## config.mk

```make
export PLATFORM = sky130hd
export DESIGN_NAME = hsbd_top
export DESIGN_NICKNAME = d
export VERILOG_FILES = /design/src/hdl/hsbd_pkg.sv /design/src/hdl/hsbd_field_split.sv /design/src/hdl/hsbd_top.sv
export SDC_FILE = /design/constraint.sdc
export NUM_CORES = 1
export LEC_CHECK = 0
export BUFFER_PORTS_ARGS = -buffer_cell sky130_fd_sc_hd__buf_2
export CAP_MARGIN = 40
export CORE_ASPECT_RATIO = 1.5
export CORE_MARGIN = 3
export CORE_UTILIZATION = 50
export DETAILED_ROUTE_END_ITERATION = 12
export PLACE_DENSITY = 0.71
export SYNTH_ARGS = -nofsm -noshare
export SYNTH_HDL_FRONTEND = slang
export SYNTH_SLANG_ARGS = --single-unit
```

## constraint.sdc

```tcl
create_clock -name pclk -period 2.5 [get_ports pclk]
set_clock_uncertainty 0.2 [all_clocks]
set_input_delay 0.5 -clock pclk [delete_from_list [all_inputs] [get_ports pclk]]
set_output_delay 0.5 -clock pclk [all_outputs]
set_load 0.05 [all_outputs]
```

## src/hdl/hsbd_pkg.sv

```systemverilog
package hsbd_pkg;
  // descriptor field positions (lower 64 bits: DW1 upper, DW0 lower)
  localparam int TOKEN_HI = 43;
  localparam int TOKEN_LO = 42;
  localparam int FADDR_HI = 41;
  localparam int FADDR_LO = 35;
  localparam int EP_HI_HI = 34;
  localparam int EP_HI_LO = 32;
  localparam int EP_LSB = 31;
  localparam int MULT_HI = 30;
  localparam int MULT_LO = 29;
  localparam int MPS_HI = 28;
  localparam int MPS_LO = 18;
  localparam int BYTES_HI = 17;
  localparam int BYTES_LO = 3;
  localparam int ACTIVE_BIT = 0;
  // token codes in order of value
  localparam logic [1:0] TOK_OUT = 2'h0;
  localparam logic [1:0] TOK_IN = 2'h1;
  localparam logic [1:0] TOK_SETUP = 2'h2;
  localparam logic [1:0] TOK_PING = 2'h3;
  // register map (byte addresses)
  localparam logic [11:0] ADDR_DESC_LO = 12'h000;
  localparam logic [11:0] ADDR_DESC_HI = 12'h004;
  localparam logic [11:0] ADDR_NAK = 12'h008;
  localparam logic [11:0] ADDR_STATUS = 12'h00C;
  localparam logic [11:0] ADDR_CTRL = 12'h010;
  // nak register layout: [3:0] counter, [7:4] reload
  localparam int NAK_CNT_LO = 0;
  localparam int NAK_RL_LO = 4;
  // ctrl register: write-one pulses
  localparam int CTRL_START = 0;
  localparam int CTRL_PING = 1;
  localparam logic [31:0] ZERO32 = 32'h0000_0000;
endpackage : hsbd_pkg

```

## src/hdl/hsbd_field_split.sv

```systemverilog
`timescale 1ns/10ps
// combinational split of the lower descriptor half into its fields
module hsbd_field_split (
  // descriptor words
  input wire logic [31:0] desc_lo,
  input wire logic [31:0] desc_hi,
  // decoded fields
  output logic [1:0] token,
  output logic [6:0] function_addr,
  output logic [3:0] endpoint_number,
  output logic [1:0] mult,
  output logic [10:0] max_payload_size,
  output logic [14:0] transfer_byte_total,
  output logic active
);
  logic [63:0] d;
  assign d = {desc_hi, desc_lo};
  assign token = d[hsbd_pkg::TOKEN_HI:hsbd_pkg::TOKEN_LO];
  assign function_addr = d[hsbd_pkg::FADDR_HI:hsbd_pkg::FADDR_LO];
  assign endpoint_number = {d[hsbd_pkg::EP_HI_HI:hsbd_pkg::EP_HI_LO],
                            d[hsbd_pkg::EP_LSB]};
  assign mult = d[hsbd_pkg::MULT_HI:hsbd_pkg::MULT_LO];
  assign max_payload_size = d[hsbd_pkg::MPS_HI:hsbd_pkg::MPS_LO];
  assign transfer_byte_total = d[hsbd_pkg::BYTES_HI:hsbd_pkg::BYTES_LO];
  // bits 2:1 are not looked at
  assign active = d[hsbd_pkg::ACTIVE_BIT];
endmodule : hsbd_field_split

```

## src/hdl/hsbd_top.sv

```systemverilog
// The placing of the registers and register access over APB were chosen for this implementation.
`timescale 1ns/10ps
module hsbd_top (
  // apb
  input wire logic pclk,
  input wire logic presetn,
  input wire logic psel,
  input wire logic penable,
  input wire logic pwrite,
  input wire logic [11:0] paddr,
  input wire logic [31:0] pwdata,
  output logic [31:0] prdata,
  output logic pready,
  output logic pslverr,
  // transaction engine
  input wire logic pkt_done,
  input wire logic [10:0] pkt_bytes,
  input wire logic pkt_ack,
  input wire logic pkt_nak,
  input wire logic fatal_err,
  // packet request to the engine
  output logic pkt_req,
  output logic [1:0] pkt_token,
  output logic [6:0] pkt_function_addr,
  output logic [3:0] pkt_endpoint_number,
  output logic [10:0] pkt_len,
  output logic desc_active
);
  typedef enum logic [1:0] {IDLE, ISSUE, WAIT} hsbd_state_t;
  typedef struct packed {
    hsbd_state_t st;
    logic [31:0] desc_lo;
    logic [31:0] desc_hi;
    logic [3:0] nak_cnt;
    logic [3:0] nak_rl;
    logic [1:0] pkts_left;
    logic [14:0] remaining;
    logic fatal_seen;
    logic resume;
    logic [31:0] prdata;
    logic pready;
    logic pslverr;
    logic pkt_req;
    logic [1:0] pkt_token;
    logic [6:0] pkt_function_addr;
    logic [3:0] pkt_endpoint_number;
    logic [10:0] pkt_len;
    logic desc_active;
  } hsbd_regs_t;

  hsbd_regs_t r, next_r;

  logic [1:0] f_token;
  logic [6:0] f_faddr;
  logic [3:0] f_ep;
  logic [1:0] f_mult;
  logic [10:0] f_mps;
  logic [14:0] f_total;
  logic f_active;

  hsbd_field_split u_split (
    .desc_lo(r.desc_lo),
    .desc_hi(r.desc_hi),
    .token(f_token),
    .function_addr(f_faddr),
    .endpoint_number(f_ep),
    .mult(f_mult),
    .max_payload_size(f_mps),
    .transfer_byte_total(f_total),
    .active(f_active)
  );

  logic setup_ph, access_ph, wr, rd;
  assign setup_ph = psel && !penable;
  assign access_ph = psel && penable && r.pready;
  assign wr = access_ph && pwrite;
  assign rd = access_ph && !pwrite;

  always_comb begin
    logic [10:0] chunk;
    logic done_all;
    chunk = 11'h000;
    done_all = 1'b0;
    next_r = r;
    next_r.pkt_req = 1'b0;
    // no wait state: pready rises in the first access cycle
    next_r.pready = setup_ph;
    next_r.pslverr = 1'b0;
    if (setup_ph && !pwrite) begin
      unique case (paddr)
        hsbd_pkg::ADDR_DESC_LO: next_r.prdata = r.desc_lo;
        hsbd_pkg::ADDR_DESC_HI: next_r.prdata = r.desc_hi;
        hsbd_pkg::ADDR_NAK: next_r.prdata = {24'h000000, r.nak_rl, r.nak_cnt};
        hsbd_pkg::ADDR_STATUS: next_r.prdata = {13'h0000, r.st == IDLE ? 1'b0 : 1'b1,
                                                r.fatal_seen, r.remaining, r.pkts_left};
        default: next_r.prdata = hsbd_pkg::ZERO32;
      endcase
    end
    if (setup_ph) begin
      unique case (paddr)
        hsbd_pkg::ADDR_DESC_LO, hsbd_pkg::ADDR_DESC_HI, hsbd_pkg::ADDR_NAK,
        hsbd_pkg::ADDR_STATUS, hsbd_pkg::ADDR_CTRL: next_r.pslverr = 1'b0;
        default: next_r.pslverr = 1'b1;
      endcase
    end
    if (wr && !r.pslverr) begin
      unique case (paddr)
        hsbd_pkg::ADDR_DESC_LO: begin
          next_r.desc_lo = pwdata;
          // a fresh descriptor starts from its full byte total
          next_r.resume = 1'b0;
        end
        hsbd_pkg::ADDR_DESC_HI: begin
          next_r.desc_hi = pwdata;
          // software may not place the ping code
          if (pwdata[hsbd_pkg::TOKEN_HI-32 -: 2] == hsbd_pkg::TOK_PING) begin
            next_r.desc_hi[hsbd_pkg::TOKEN_HI-32 -: 2] = r.desc_hi[hsbd_pkg::TOKEN_HI-32 -: 2];
          end
        end
        hsbd_pkg::ADDR_NAK: begin
          next_r.nak_cnt = pwdata[hsbd_pkg::NAK_CNT_LO +: 4];
          next_r.nak_rl = pwdata[hsbd_pkg::NAK_RL_LO +: 4];
        end
        hsbd_pkg::ADDR_CTRL: begin
          if (pwdata[hsbd_pkg::CTRL_PING]) begin
            next_r.desc_hi[hsbd_pkg::TOKEN_HI-32 -: 2] = hsbd_pkg::TOK_PING;
          end
          if (pwdata[hsbd_pkg::CTRL_START] && f_active && r.st == IDLE) begin
            next_r.st = ISSUE;
            next_r.pkts_left = f_mult;
            // a restart after the multiplier ran out carries on from the bytes left,
            // otherwise the same bytes would be moved again and the descriptor never ends
            if (!r.resume) begin
              next_r.remaining = f_total;
            end
            next_r.resume = 1'b0;
            next_r.fatal_seen = 1'b0;
          end
        end
        default: ;
      endcase
    end
    unique case (r.st)
      IDLE: ;
      ISSUE: begin
        chunk = (r.remaining > {4'h0, f_mps}) ? f_mps : r.remaining[10:0];
        next_r.pkt_req = 1'b1;
        next_r.pkt_token = f_token;
        next_r.pkt_function_addr = f_faddr;
        next_r.pkt_endpoint_number = f_ep;
        next_r.pkt_len = chunk;
        next_r.st = WAIT;
      end
      WAIT: begin
        if (fatal_err) begin
          next_r.fatal_seen = 1'b1;
          done_all = 1'b1;
        end else if (pkt_done && pkt_ack) begin
          next_r.nak_cnt = r.nak_rl;
          next_r.remaining = r.remaining - {4'h0, pkt_bytes};
          if (r.remaining <= {4'h0, pkt_bytes} || pkt_bytes < r.pkt_len) begin
            done_all = 1'b1;
          end else if (r.pkts_left <= 2'h1) begin
            next_r.st = IDLE;
            next_r.resume = 1'b1;
          end else begin
            next_r.pkts_left = r.pkts_left - 2'h1;
            next_r.st = ISSUE;
          end
        end else if (pkt_done && pkt_nak) begin
          if (r.nak_rl != 4'h0 && r.nak_cnt <= 4'h1) begin
            next_r.nak_cnt = 4'h0;
            done_all = 1'b1;
          end else begin
            if (r.nak_rl != 4'h0) begin
              next_r.nak_cnt = r.nak_cnt - 4'h1;
            end
            next_r.st = ISSUE;
          end
        end
        if (done_all) begin
          next_r.desc_lo[hsbd_pkg::ACTIVE_BIT] = 1'b0;
          next_r.st = IDLE;
        end
      end
    endcase
    next_r.desc_active = next_r.desc_lo[hsbd_pkg::ACTIVE_BIT];
  end

  always_ff @(posedge pclk or negedge presetn) begin
    if (!presetn) begin
      r <= '0;
    end else begin
      r <= next_r;
    end
  end

  assign prdata = r.prdata;
  assign pready = r.pready;
  assign pslverr = r.pslverr;
  assign pkt_req = r.pkt_req;
  assign pkt_token = r.pkt_token;
  assign pkt_function_addr = r.pkt_function_addr;
  assign pkt_endpoint_number = r.pkt_endpoint_number;
  assign pkt_len = r.pkt_len;
  assign desc_active = r.desc_active;
endmodule : hsbd_top

```

Word level (Yosys, flattened, before mapping)
Cells that the tools add are included.
{"block": "classes", "add_sub_neg": 3, "order_cmp": 5, "eq_ne": 9, "mux": 52, "n_reduce_logical": 24}
{"operator": "32-bit one-hot mux with 4 select lines", "n": 1}
{"operator": "93-bit two-way mux", "n": 1}
{"operator": "19-bit two-way mux", "n": 2}
{"operator": "17-bit two-way mux", "n": 2}
{"operator": "32-bit two-way mux", "n": 1}
{"operator": "25-bit two-way mux", "n": 1}
{"operator": "12-bit by 4-bit equality test with 1-bit output, second input constant", "n": 2}
{"operator": "2-bit two-way mux", "n": 12}
{"operator": "4-bit two-way mux", "n": 6}
{"operator": "20-bit two-way mux", "n": 1}
{"operator": "18-bit two-way mux", "n": 1}
{"operator": "1-bit two-way mux", "n": 17}
{"operator": "15-bit by 11-bit greater-than comparator with 1-bit output", "n": 1}
{"operator": "15-bit by 11-bit <= comparator with 1-bit output", "n": 1}
{"operator": "15-bit two-way mux", "n": 1}
{"operator": "15-bit by 11-bit subtractor with 15-bit output", "n": 1}
{"operator": "12-bit by 3-bit equality test with 1-bit output, second input constant", "n": 1}
{"operator": "12-bit by 5-bit equality test with 1-bit output, second input constant", "n": 1}
{"operator": "12-bit zero test", "n": 1}
{"operator": "1-bit logical AND", "n": 11}
{"operator": "11-bit < comparator", "n": 1}
{"operator": "11-bit two-way mux", "n": 1}
{"operator": "10-bit two-way mux", "n": 1}
{"operator": "8-bit two-way mux", "n": 1}
{"operator": "other kinds (17)", "n": 24}
{"block": "totals", "reg_bits": 152, "output_inout_bits": 60, "elab_cells": 112}

Logic depth before layout (Yosys ltp)
Gate-level depths: netlist of run 1.
{"block": "logic_depth", "depth_word": 11, "depth_mapped": 9, "mapped_depth_nobuf": 9}

Modules after synthesis
A second synthesis of run 1 with hierarchy kept.
{"block": "unflattened", "cells_unflattened": 920, "area_unflattened_um2": 8896.0}
{"module": "hsbd_top", "n_inst": 1, "cells_each": 878, "area_per_inst_um2": 8580.7, "seq_area_each_um2": 3803.6}
{"module": "hsbd_field_split", "n_inst": 1, "cells_each": 42, "area_per_inst_um2": 315.3, "seq_area_each_um2": 0.0}

Worst setup path after synthesis of run 1
OpenSTA, ideal clock, no wires.
{"block": "synth_timing", "path_type": "input port to flip-flop", "startpoint": "input pkt_bytes[4]", "endpoint": "register r[73] in the netlist's numbering", "arrival_ns": 2.211, "required_time_ns": 2.231, "path_slack_ns": 0.020, "stages": 8, "n_path_buf": 0, "path_cell_list": "inv_1 > ha_1 > a21o_1 > or3_1 > o211ai_1 > o21ai_1 > or4_1 > nand3_1"}
{"element": "from (decl)", "line": "hsbd_top.sv:17", "rtl": "input wire logic [10:0] pkt_bytes,"}
{"element": "to (signal assigned)", "line": "hsbd_top.sv:194", "rtl": "r <= next_r;"}
{"element": "to (decl)", "line": "hsbd_top.sv:51", "rtl": "hsbd_regs_t r, next_r;"}

Final worst setup path of run 1
{"block": "layout_timing", "startpoint": "register r[67] in the netlist's numbering", "endpoint": "register r (netlist bit pkt_len[4])"}
{"block": "layout_via", "elab_chain_cells": 2}
{"element": "15-bit by 11-bit greater-than comparator with 1-bit output", "line": "hsbd_top.sv:146", "rtl": "chunk = (r.remaining > {4'h0, f_mps}) ? f_mps : r.remaining[10:0];"}
{"element": "11-bit two-way mux", "line": "hsbd_top.sv:146"}
Every way passes these cells.
A chain may end at the register's enable or synchronous reset.

==> results.cfg, run 1 <==
[worst_setup_path]
crit_chain = ha_1 -> nand4_1 -> or3_1 -> a21oi_1 -> o31a_1 -> buf_12 -> mux2i_4 -> a21oi_1
cp_data_required_time_ns = 2.60
path_class = reg2reg
cp_max_fo = 9
cp-end-kind = register
crit_top_cell = a21oi_1
crit_path_top_delay_cell = dfrtp_2
slowest_delay_ns = 0.45
startpoint_type = register
crit_arrival_ns = 2.59

[outcome]
status = complete, no violations

[global_routing]
grt-busiest-layer = met2
track_usage_pct = 24.3
grt_pass1_vias = 6778
grt_pass1_wl_um = 35400
grt_max_degree = 54
grt_use_met2_pct = 42.7
antenna_found_initial = 0
grt-ovfl-total = 0
use_met1_pct = 30.2
met3_usage_pct = 3.79

[sta]
relSlewSlack_pct = 63.9
fin_crit_sh_pct = 99.6
hold_viol = 0
rsz0062_at_grt = yes
fin_tns_setup_ns = 0
tightest_slew_ns = 0.541
period_needed_ns = 2.49
finalSetupViolCount = 0
clock.fmax_mhz = 402
maxSlewViolCount = 0

[floorplan]
die_x_um = 112
die-area_um2 = 18500
io_pins = 124
initial_utilization_pct = 51.5
fp.dieH_um = 165
rows = 57
core_um2 = 16400

[run]
drv_cap = 0

[synth]
netlist_area_um2 = 8460
syn_inst = 830
ys_warn_count = 0
ys_ff_latch = 152
syn_avg_cell_area_um2 = 10.2
yosysTopAreaCellShare_pct = 45.0
synth-edff-count = 0
synth_cell_type_count = 64
ys_async_sr_fraction_pct = 100
syn_nets = 932
ys_dominant_reg_cell = dfrtp_1
yosys-top-cells-area = dfrtp_1 (45%), mux2_2 (7.7%), ha_1 (5.5%)
synth_seq_area_share_pct = 45.0
yosysTopAreaCell = dfrtp_1

[detailed_routing]
wl_per_cell_um = 18.6
dr.first_iter.drc_count = 372
detail-route-antenna-nets = 0
drt_pass1_iterations = 5
route.detailed.drc = 0
drt-total-wl_um = 22100
vias = 6722
vias_per_cell = 5.65

[cells_and_area]
fin_nets = 1074
final_cell_count_no_fill = 1190
area_delta_synth_final_pct = 20.1
utilization_pct = 61.9
multi_input_area_um2 = 3960
register_area_um2 = 3810
drive_gt1_share_pct = 34.0
fillCellCount = 1401
final_area_um2 = 10200
num_antenna_cells = 0

[clock_tree]
clockRootBuffer = clkbuf_16
htree_levels = 4
cts_buffers = 17
cts.reportedPaths.clkPinSlew_ns = 0.06
clk_latency_ns = 0.42
cts_max_path_buffers = 2
tritoncts = yes
cts_sinks = 152

[place]
hpwlAfterDp_um = 16300
gp_congestion = 0.893
io_buffers = 123
place_area_um2 = 9460
dp.cells = 1149

[pwr]
ir_drop_mv = 0.531
power_density_nw_per_um2 = 844
power_mw = 8.57
p_leak_nw = 5.10

[min_path]
hold_path_class = in2reg
cell families (layout without fill, tap and decap cells):
logic type | Yosys count | after routing | synth area share, %
compound gates | 175 | 175 | 12.9
mux | 99 | 99 | 13.8
simple gates | 220 | 220 | 12.8
flops | 152 | 152 | 45.0
xor+xnor | 9 | 9 | 0.932
fa+ha+maj | 38 | 38 | 5.71
buf+inv | 137 | 291 | 8.95
Yosys cell counts (all sizes together) (7+ instances only):
cell type    n
nand2b       7
nand4        9
mux2        60
nor3        16
mux4         8
buf         71
nand3        7
inv         42
dfrtp      152
ha          37
clkbuf      24
nor2b        9
a22oi       16
o31ai       12
mux2i       31
a211oi      10
nor2        42
nand2      101
o21ai       54
a21oi       45
layer usage:
| metal | vias to the layer above | wire (µm) |
|---|---|---|
| met4 | 0 | 565 |
| li1 | 3163 | - |
| met5 | - | 0 |
| met1 | 3312 | 8960 |
| met3 | 36 | 992 |
| met2 | 211 | 11600 |
worst paths after layout:
check / from / to / slack (ns) / cells past startpoint
worst max register to register: r[67]$_DFF_PN0_ / pkt_len[4]$_DFFE_PN0P_ / 0.01 / 8
worst min-delay path: pwdata[9] / r[96]$_DFFE_PN0P_ / 0.08 / 3
worst max-delay path: r[67]$_DFF_PN0_ / pkt_len[4]$_DFFE_PN0P_ / 0.01 / 8
max in group asynchronous: presetn / prdata[22]$_DFFE_PN0P_ / 0.99 / 3
min in group asynchronous: presetn / prdata[13]$_DFFE_PN0P_ / 0.40 / 2
worst min register to register: prdata[12]$_DFFE_PN0P_ / prdata[12]$_DFFE_PN0P_ / 0.27 / 2
state kept, by name, indices dropped and copies added, names as in the netlist:
register             count
r                       93
prdata                  32
pkt_len                 11
pkt_function_addr        7
pkt_endpoint_number      4
pkt_token                2
pkt_req                  1
pready                   1
pslverr                  1
layout by cell type (no fill, tap or decap), types with 4 or more instances in the layout:
cell type	count
dfrtp_1	146
buf_2	122
nand2_1	101
buf_4	88
mux2_2	58
o21ai_0	49
a21oi_1	45
inv_1	42
nor2_1	42
ha_1	35
mux2i_1	27
clkbuf_16	17
nor3_1	16
a22oi_1	16
o31ai_1	12
a211oi_1	10
nor2b_1	9
nand4_1	8
mux4_2	8
nand3_1	7
xnor2_1	6
nand2b_1	6
o211ai_1	6
buf_12	6
dfrtp_2	6
o22ai_1	5
and3_1	5
or3_1	5
o21ai_1	5
o21a_1	4
inv_6	4
critical path, delay by kind of cell, from the launching register on:
kind                       cells  cell delay, ns
muxes                          1            0.23
buffers and inverters          1            0.17
DFF                            1            0.45
and+or+nand+nor                2            0.53
adders and majority gates      1            0.32
AOI/OAI and AO/OA              3            0.48
repair_timing:
action                                  4_1_cts  5_1_grt
gates resized for setup                       2       12
setup buffers                                 3        7
endpoints found under the setup margin        5       14
pin swaps                                     1        0
hold endpoints to repair                     50        0
hold buffers                                  1        0
stage by stage:
stage	worst slack [ns]	hold slack, ns
after detailed placement	-0.191	0.263
after floorplan	0.0204	0.00441
after global routing	-0.0822	0.0990
after CTS	0.0135	0.0741
after global placement	-0.146	0.259
final	0.0103	0.0844
power by group:
group | internal [mW] | total, mW | switching (mW) | leakage [nW]
Combinational | 1.41 | 3.13 | 1.72 | 2.85
Clock | 1.41 | 2.48 | 1.06 | 0.274
Sequential | 2.70 | 2.97 | 0.266 | 1.98
cell type report:
cell class / count / share of cell area [%]
Multi-Input combinational cell: 541 / 38.9
Sequential cell: 152 / 37.5
Timing Repair Buffer: 218 / 13.9
Clock buffer: 20 / 4.40
Tap cell: 206 / 2.54
Inverter: 42 / 1.55
Clock inverter: 11 / 1.13
(Power assumes the default switching activity.)
==> inputs of run 2 (changes only) <==
ABC_AREA = 1   (was default)
TNS_END_PERCENT = 10   (was default)
==> results.cfg, run 2 <==
[cells_and_area]
final_common_cell = nand2_1
num_antenna_cells = 0
final_cell_count_no_fill = 1402
fin_nets = 1282
regMostFlops = r
largest_register_ffs = 93
area_delta_synth_final_pct = 14.0
fillCellCount = 1634
most-common-layout-cells = nand2_1 (274), dfrtp_1 (152), inv_1 (140)
drive_gt1_share_pct = 19.2

[min_path]
hold_path_depth = 2
hold_path_class = in2reg
hold_start = penable
hold_path_end = pready$_DFF_PN0_

[pwr]
power_mw = 5.46
p_leak_nw = 5.27
internal-power_mw = 4.07
p_sw_share_pct = 25.6
pwr-share-comb_pct = 7.5
ir_drop_mv = 0.391
p_clk_share_pct = 47.1
power_density_nw_per_um2 = 547
pwr-share-seq_pct = 45.5
p_sw_mw = 1.40

[sta]
fin_tns_setup_ns = 0
hold_viol = 0
relSlewSlack_pct = 61.3
fin_ws_ns = 0.201
tightest_slew_ns = 0.580
maxSlewViolCount = 0
period_needed_ns = 2.30
clock.fmax_mhz = 435
finalSetupViolCount = 0
fin_crit_sh_pct = 92.0

[worst_setup_path]
r2r-end = r[152]$_DFF_PN0_
startpoint_type = register
path_class = reg2reg
cp_max_fo = 5
rr_worst_depth = 12
crit_arrival_ns = 2.43
cp_data_required_time_ns = 2.63
startpoint = r[72]$_DFF_PN0_
regToRegSetupSlack_ns = 0.20
timing.rr.start = r[72]$_DFF_PN0_
cp-end-kind = register

[floorplan]
io_pins = 124
initial_utilization_pct = 51.6
die-area_um2 = 19200
fp.dieH_um = 168
core_um2 = 17000
die_x_um = 114
rows = 58

[synth]
yosysMostFrequentCell = nand2_1
ys_async_sr_fraction_pct = 100
synth_common_cells = nand2_1 (275), dfrtp_1 (152), inv_1 (140), o21ai_0 (109), nand3_1 (73)
syn_nets = 1198
ys_dominant_reg_cell = dfrtp_1
synth_top_family_by_area = simple AND/OR/NAND/NOR gates
synth_xor_area_share_pct = 0.899
synth-adder-area-share_pct = 5.51
synth-edff-count = 0
syn_inst = 1096
ys_warn_count = 0
yosysTopAreaCell = dfrtp_1
synth_cell_type_count = 47
syn_avg_cell_area_um2 = 8.00
synth_seq_area_share_pct = 43.4
netlist_area_um2 = 8770
yosys-top-cells-area = dfrtp_1 (43%), nand2_1 (12%), o21ai_0 (6.2%)
synthSimpleGateAreaFrac_pct = 21.4
synthMuxAreaShare_pct = 0.257
ys_ff_latch = 152
synth_compound_area_share_pct = 15.4
yosysTopAreaCellShare_pct = 43.4

[clock_tree]
cts_sinks = 152
clockRootBuffer = clkbuf_16
clk_latency_ns = 0.44
cts_max_path_buffers = 2
htree_levels = 4
cts_buffers = 17
cts_setup_buffers = 0
cts.reportedPaths.clkPinSlew_ns = 0.06
tritoncts = yes

[global_routing]
track_usage_pct = 26.8
grt_max_degree = 61
grt-ovfl-total = 0
antenna_found_initial = 0
grt_pass1_wl_um = 40200
grt_pass1_vias = 7664

[place]
gp_congestion = 0.929
hpwlAfterDp_um = 18900
io_buffers = 123
dp.cells = 1370
place_ws_ns = 0.0280

[detailed_routing]
route.detailed.drc = 0
detail-route-antenna-nets = 0
drt-total-wl_um = 24900
dr.first_iter.drc_count = 500
vias = 7647
wl_per_cell_um = 17.8
vias_per_cell = 5.45
drt_pass1_iterations = 5

[outcome]
status = complete, no violations

[run]
drv_cap = 0
==> run 2: cell types whose count changed in the layout (fill, tap and decap cells not counted), sizes merged, moves of 31 or more <==
cell	previous run	this run
nand2	101	281
inv	47	153
o21ai	54	129
nand3	7	77
buf	217	158
mux2	60	2
mux2i	31	0
==> run 2: metrics by stage <==
step / hold WS, ns / instance area (µm²) / utilization (%)
global route: 0.0399 / 10000 / 58.9
floorplan: 0.00441 / 8770 / -
finish: 0.0311 / 10000 / 58.9
detailed placement: 0.177 / 9370 / 55.2
CTS: 0.0285 / 9970 / 58.7
global placement: 0.175 / 9370 / 55.2
==> run 2: area by class of cell <==
cell class,instances,area (µm²),area share (%)
clock buffer,19,453,4.53
clock inverter,12,133,1.33
inverter,147,552,5.52
multi-input combinational,703,3850,38.5
sequential,152,3800,38.0
tap,210,263,2.63
timing repair buffer,159,945,9.45
==> run 2: routing by layer <==
| metal | vias up | global-route usage (%) | share of wire (%) |
|---|---|---|---|
| li1 | 3705 | - | - |
| met1 | 3635 | 32.8 | 39 |
| met2 | 242 | 45.9 | 52 |
| met3 | 65 | 3.81 | 4.7 |
| met4 | 0 | 13.5 | 4.4 |
| met5 | - | 0 | 0 |
==> run 2: worst max-delay path by stage <==
stage | slack (ns) | cells past startpoint | end
floorplan | 0.29 | 9 | r[72]$_DFF_PN0_
global placement | 0.09 | 10 | r[72]$_DFF_PN0_
detailed placement | 0.03 | 13 | r[119]$_DFF_PN0_
CTS | 0.19 | 12 | pkt_len[9]$_DFFE_PN0P_
global route | -0.02 | 14 | r[152]$_DFF_PN0_
finish | 0.20 | 12 | r[152]$_DFF_PN0_
==> run 2: logic make-up (layout without fill, tap and decap cells) <==
| group | after synthesis | in the layout |
|---|---|---|
| AND/OR/NAND/NOR | 426 | 426 |
| XOR/XNOR | 9 | 9 |
| flip-flops | 152 | 152 |
| adder cells (fa/ha/maj) | 38 | 38 |
| AO/OA/AOI/OAI | 228 | 228 |
| buffers and inverters | 241 | 337 |
| multiplexers | 2 | 2 |
==> run 2: power groups by stage <==
stage / sequential [mW] / clock [mW] / combinational, mW
4_1_cts: 2.49 / 2.59 / 0.405
2_1_floorplan: 2.53 / 0 / 0.202
6_report: 2.49 / 2.57 / 0.407
5_1_grt: 2.49 / 2.70 / 0.461
3_5_place_dp: 2.53 / 0 / 0.401
3_3_place_gp: 2.53 / 0 / 0.398
==> run 2: critical path: stages (launching register included) <==
cell and delay [ns]:
dfrtp_1 0.44, ha_1 0.38, inv_1 0.10, nor2_2 0.17
nand2_1 0.08, nor2_1 0.14, nand4_1 0.10, nand3_1 0.17
nand2_1 0.13, nand3_1 0.09, nand2_1 0.06, nand2_1 0.07
nand2_1 0.05
==> run 2: what timing repair did <==
| action | 4_1_cts | 5_1_grt |
|---|---|---|
| hold buffers | 1 | 0 |
| hold endpoints to repair | 21 | 0 |
| gates resized for setup | 0 | 3 |
| endpoints found under the setup margin | 0 | 2 |
==> inputs of run 3 (changes only) <==
CORE_ASPECT_RATIO = default   (was 1.5)
clock period = 2.95 ns   (was 2.5 ns; I/O delays follow)
==> results.cfg, run 3 (synthesized netlist as in run 2, its figures left out) <==
[outcome]
status = complete, no violations

[sta]
finalSetupViolCount = 0
maxSlewViolCount = 0
tightest_slew_ns = 0.594
fin_crit_sh_pct = 84.8
fin_tns_setup_ns = 0
clock.fmax_mhz = 400
relSlewSlack_pct = 60.3
fin_hold_ws_ns = 0.124
period_needed_ns = 2.50
rsz0062_at_grt = no
hold_viol = 0

[clock_tree]
cts_sinks = 152
cts.reportedPaths.clkPinSlew_ns = 0.06
htree_levels = 4
tritoncts = yes
cts_resized = 0
clockRootBuffer = clkbuf_16
cts_buffers = 17
cts_max_path_buffers = 2
clk_latency_ns = 0.44

[floorplan]
initial_utilization_pct = 52.0
fp.dieH_um = 138
core_um2 = 16900
die-area_um2 = 19200
die_x_um = 138
rows = 47
io_pins = 124

[place]
io_buffers = 123
gp_congestion = 0.956
hpwlAfterDp_um = 17500
place_area_um2 = 9240

[detailed_routing]
route.detailed.drc = 0
drt_pass1_iterations = 6
dr.first_iter.drc_count = 704
vias_per_cell = 5.50
detail-route-antenna-nets = 0
vias = 7687
drt-total-wl_um = 24000
wl_per_cell_um = 17.1

[worst_setup_path]
crit_top_cell = inv_1
crit_chain = inv_1 -> ha_1 -> inv_1 -> nor2_1 -> inv_1 -> nor2_1 -> inv_1 -> o211ai_1 -> o21ai_0
crit_arrival_ns = 2.58
path_buf_inv = 4
path_class = reg2reg
startpoint_type = register
regToRegSetupSlack_ns = 0.45
cp-end-kind = register
cp_data_required_time_ns = 3.03
timing.rr.start = r[151]$_DFF_PN0_
cp_top_family = buffers and inverters
crit_path_top_delay_cell = dfrtp_1
rr_worst_depth = 9
slowest_delay_ns = 0.38
r2r-end = r[70]$_DFF_PN0_
cp_max_fo = 14

[cells_and_area]
final_area_um2 = 9870
most-common-layout-cells = nand2_1 (275), dfrtp_1 (152), inv_1 (140)
final_common_cell = nand2_1
fillCellCount = 1563
largest_register_ffs = 93
drive_gt1_share_pct = 17.8
fin_nets = 1266
num_antenna_cells = 0
area_delta_synth_final_pct = 12.5
regMostFlops = r

[global_routing]
grt_max_degree = 57
track_usage_pct = 25.7
grt_pass1_wl_um = 39100
grt_pass1_vias = 7430
grt-ovfl-total = 0
antenna_found_initial = 0

[min_path]
hold_path_depth = 2
hold_start = penable
hold_path_class = in2reg
hold_path_end = pready$_DFF_PN0_

[run]
drv_cap = 0

[pwr]
p_leak_nw = 5.19
power_mw = 4.74
power_density_nw_per_um2 = 480
ir_drop_mv = 0.387
-- run 3: cell types whose count changed in the layout (fill, tap and decap cells not counted), sizes merged --
cell / before / now
clkinvlp: 1 / 3
buf: 158 / 142
clkbuf: 19 / 20
bufinv: 1 / 3
clkinv: 4 / 3
inv: 153 / 150
-- run 3: worst max path at each step --
stage                     startpoint         endpoint  slack (ns)  depth (start not counted)
finish              r[151]$_DFF_PN0_  r[70]$_DFF_PN0_        0.45                          9
detailed placement      pkt_bytes[0]  r[72]$_DFF_PN0_        0.32                         10
global route         r[62]$_DFF_PN0_  r[72]$_DFF_PN0_        0.31                         10
global placement        pkt_bytes[0]  r[72]$_DFF_PN0_        0.36                         10
floorplan               pkt_bytes[0]  r[72]$_DFF_PN0_        0.65                          9
CTS                  r[62]$_DFF_PN0_  r[72]$_DFF_PN0_        0.56                         10
-- run 3: routing by layer --
layer	global-route usage (%)	routed length (µm)
met5	0	0
met4	9.93	779
met3	7.08	2000
met2	38.6	10700
met1	35.6	10500
-- run 3: final cells by class --
cell class / instances / area (µm²) / area share [%]
well taps: 220 / 275 / 2.79
flip-flops and latches: 152 / 3800 / 38.5
clock buffers: 20 / 457 / 4.63
clock inverters: 12 / 161 / 1.64
inverters: 147 / 552 / 5.59
repair buffers: 143 / 800 / 8.10
multi-input cells: 703 / 3820 / 38.7
-- run 3: power by group --
group	internal, mW	switching, mW
logic	0.113	0.228
registers	2.09	0.0112
clock network	1.38	0.907
total	3.59	1.15
-- run 3: worst register-to-register path: stages (launching register included) --
cell and delay (ns):
dfrtp_1 0.38, inv_1 0.11, ha_1 0.18, inv_1 0.09, nor2_1 0.32, inv_1 0.19
nor2_1 0.17, inv_1 0.26, o211ai_1 0.27, o21ai_0 0.17
-- run 3: metrics by stage --
stage	setup slack [ns]	cells	utilization, %
2_1_floorplan	0.647	1096	-
3_3_place_gp	0.363	1364	54.8
3_5_place_dp	0.316	1364	54.8
4_1_cts	0.557	1397	58.5
5_1_grt	0.315	1397	58.5
6_report	0.448	1397	58.5
-- run 3: timing repair --
action                     4_1_cts  5_1_grt
hold endpoints to repair        53        0
hold buffers                     1        0
setup endpoints to repair        0        0
buffers inserted                 0        0
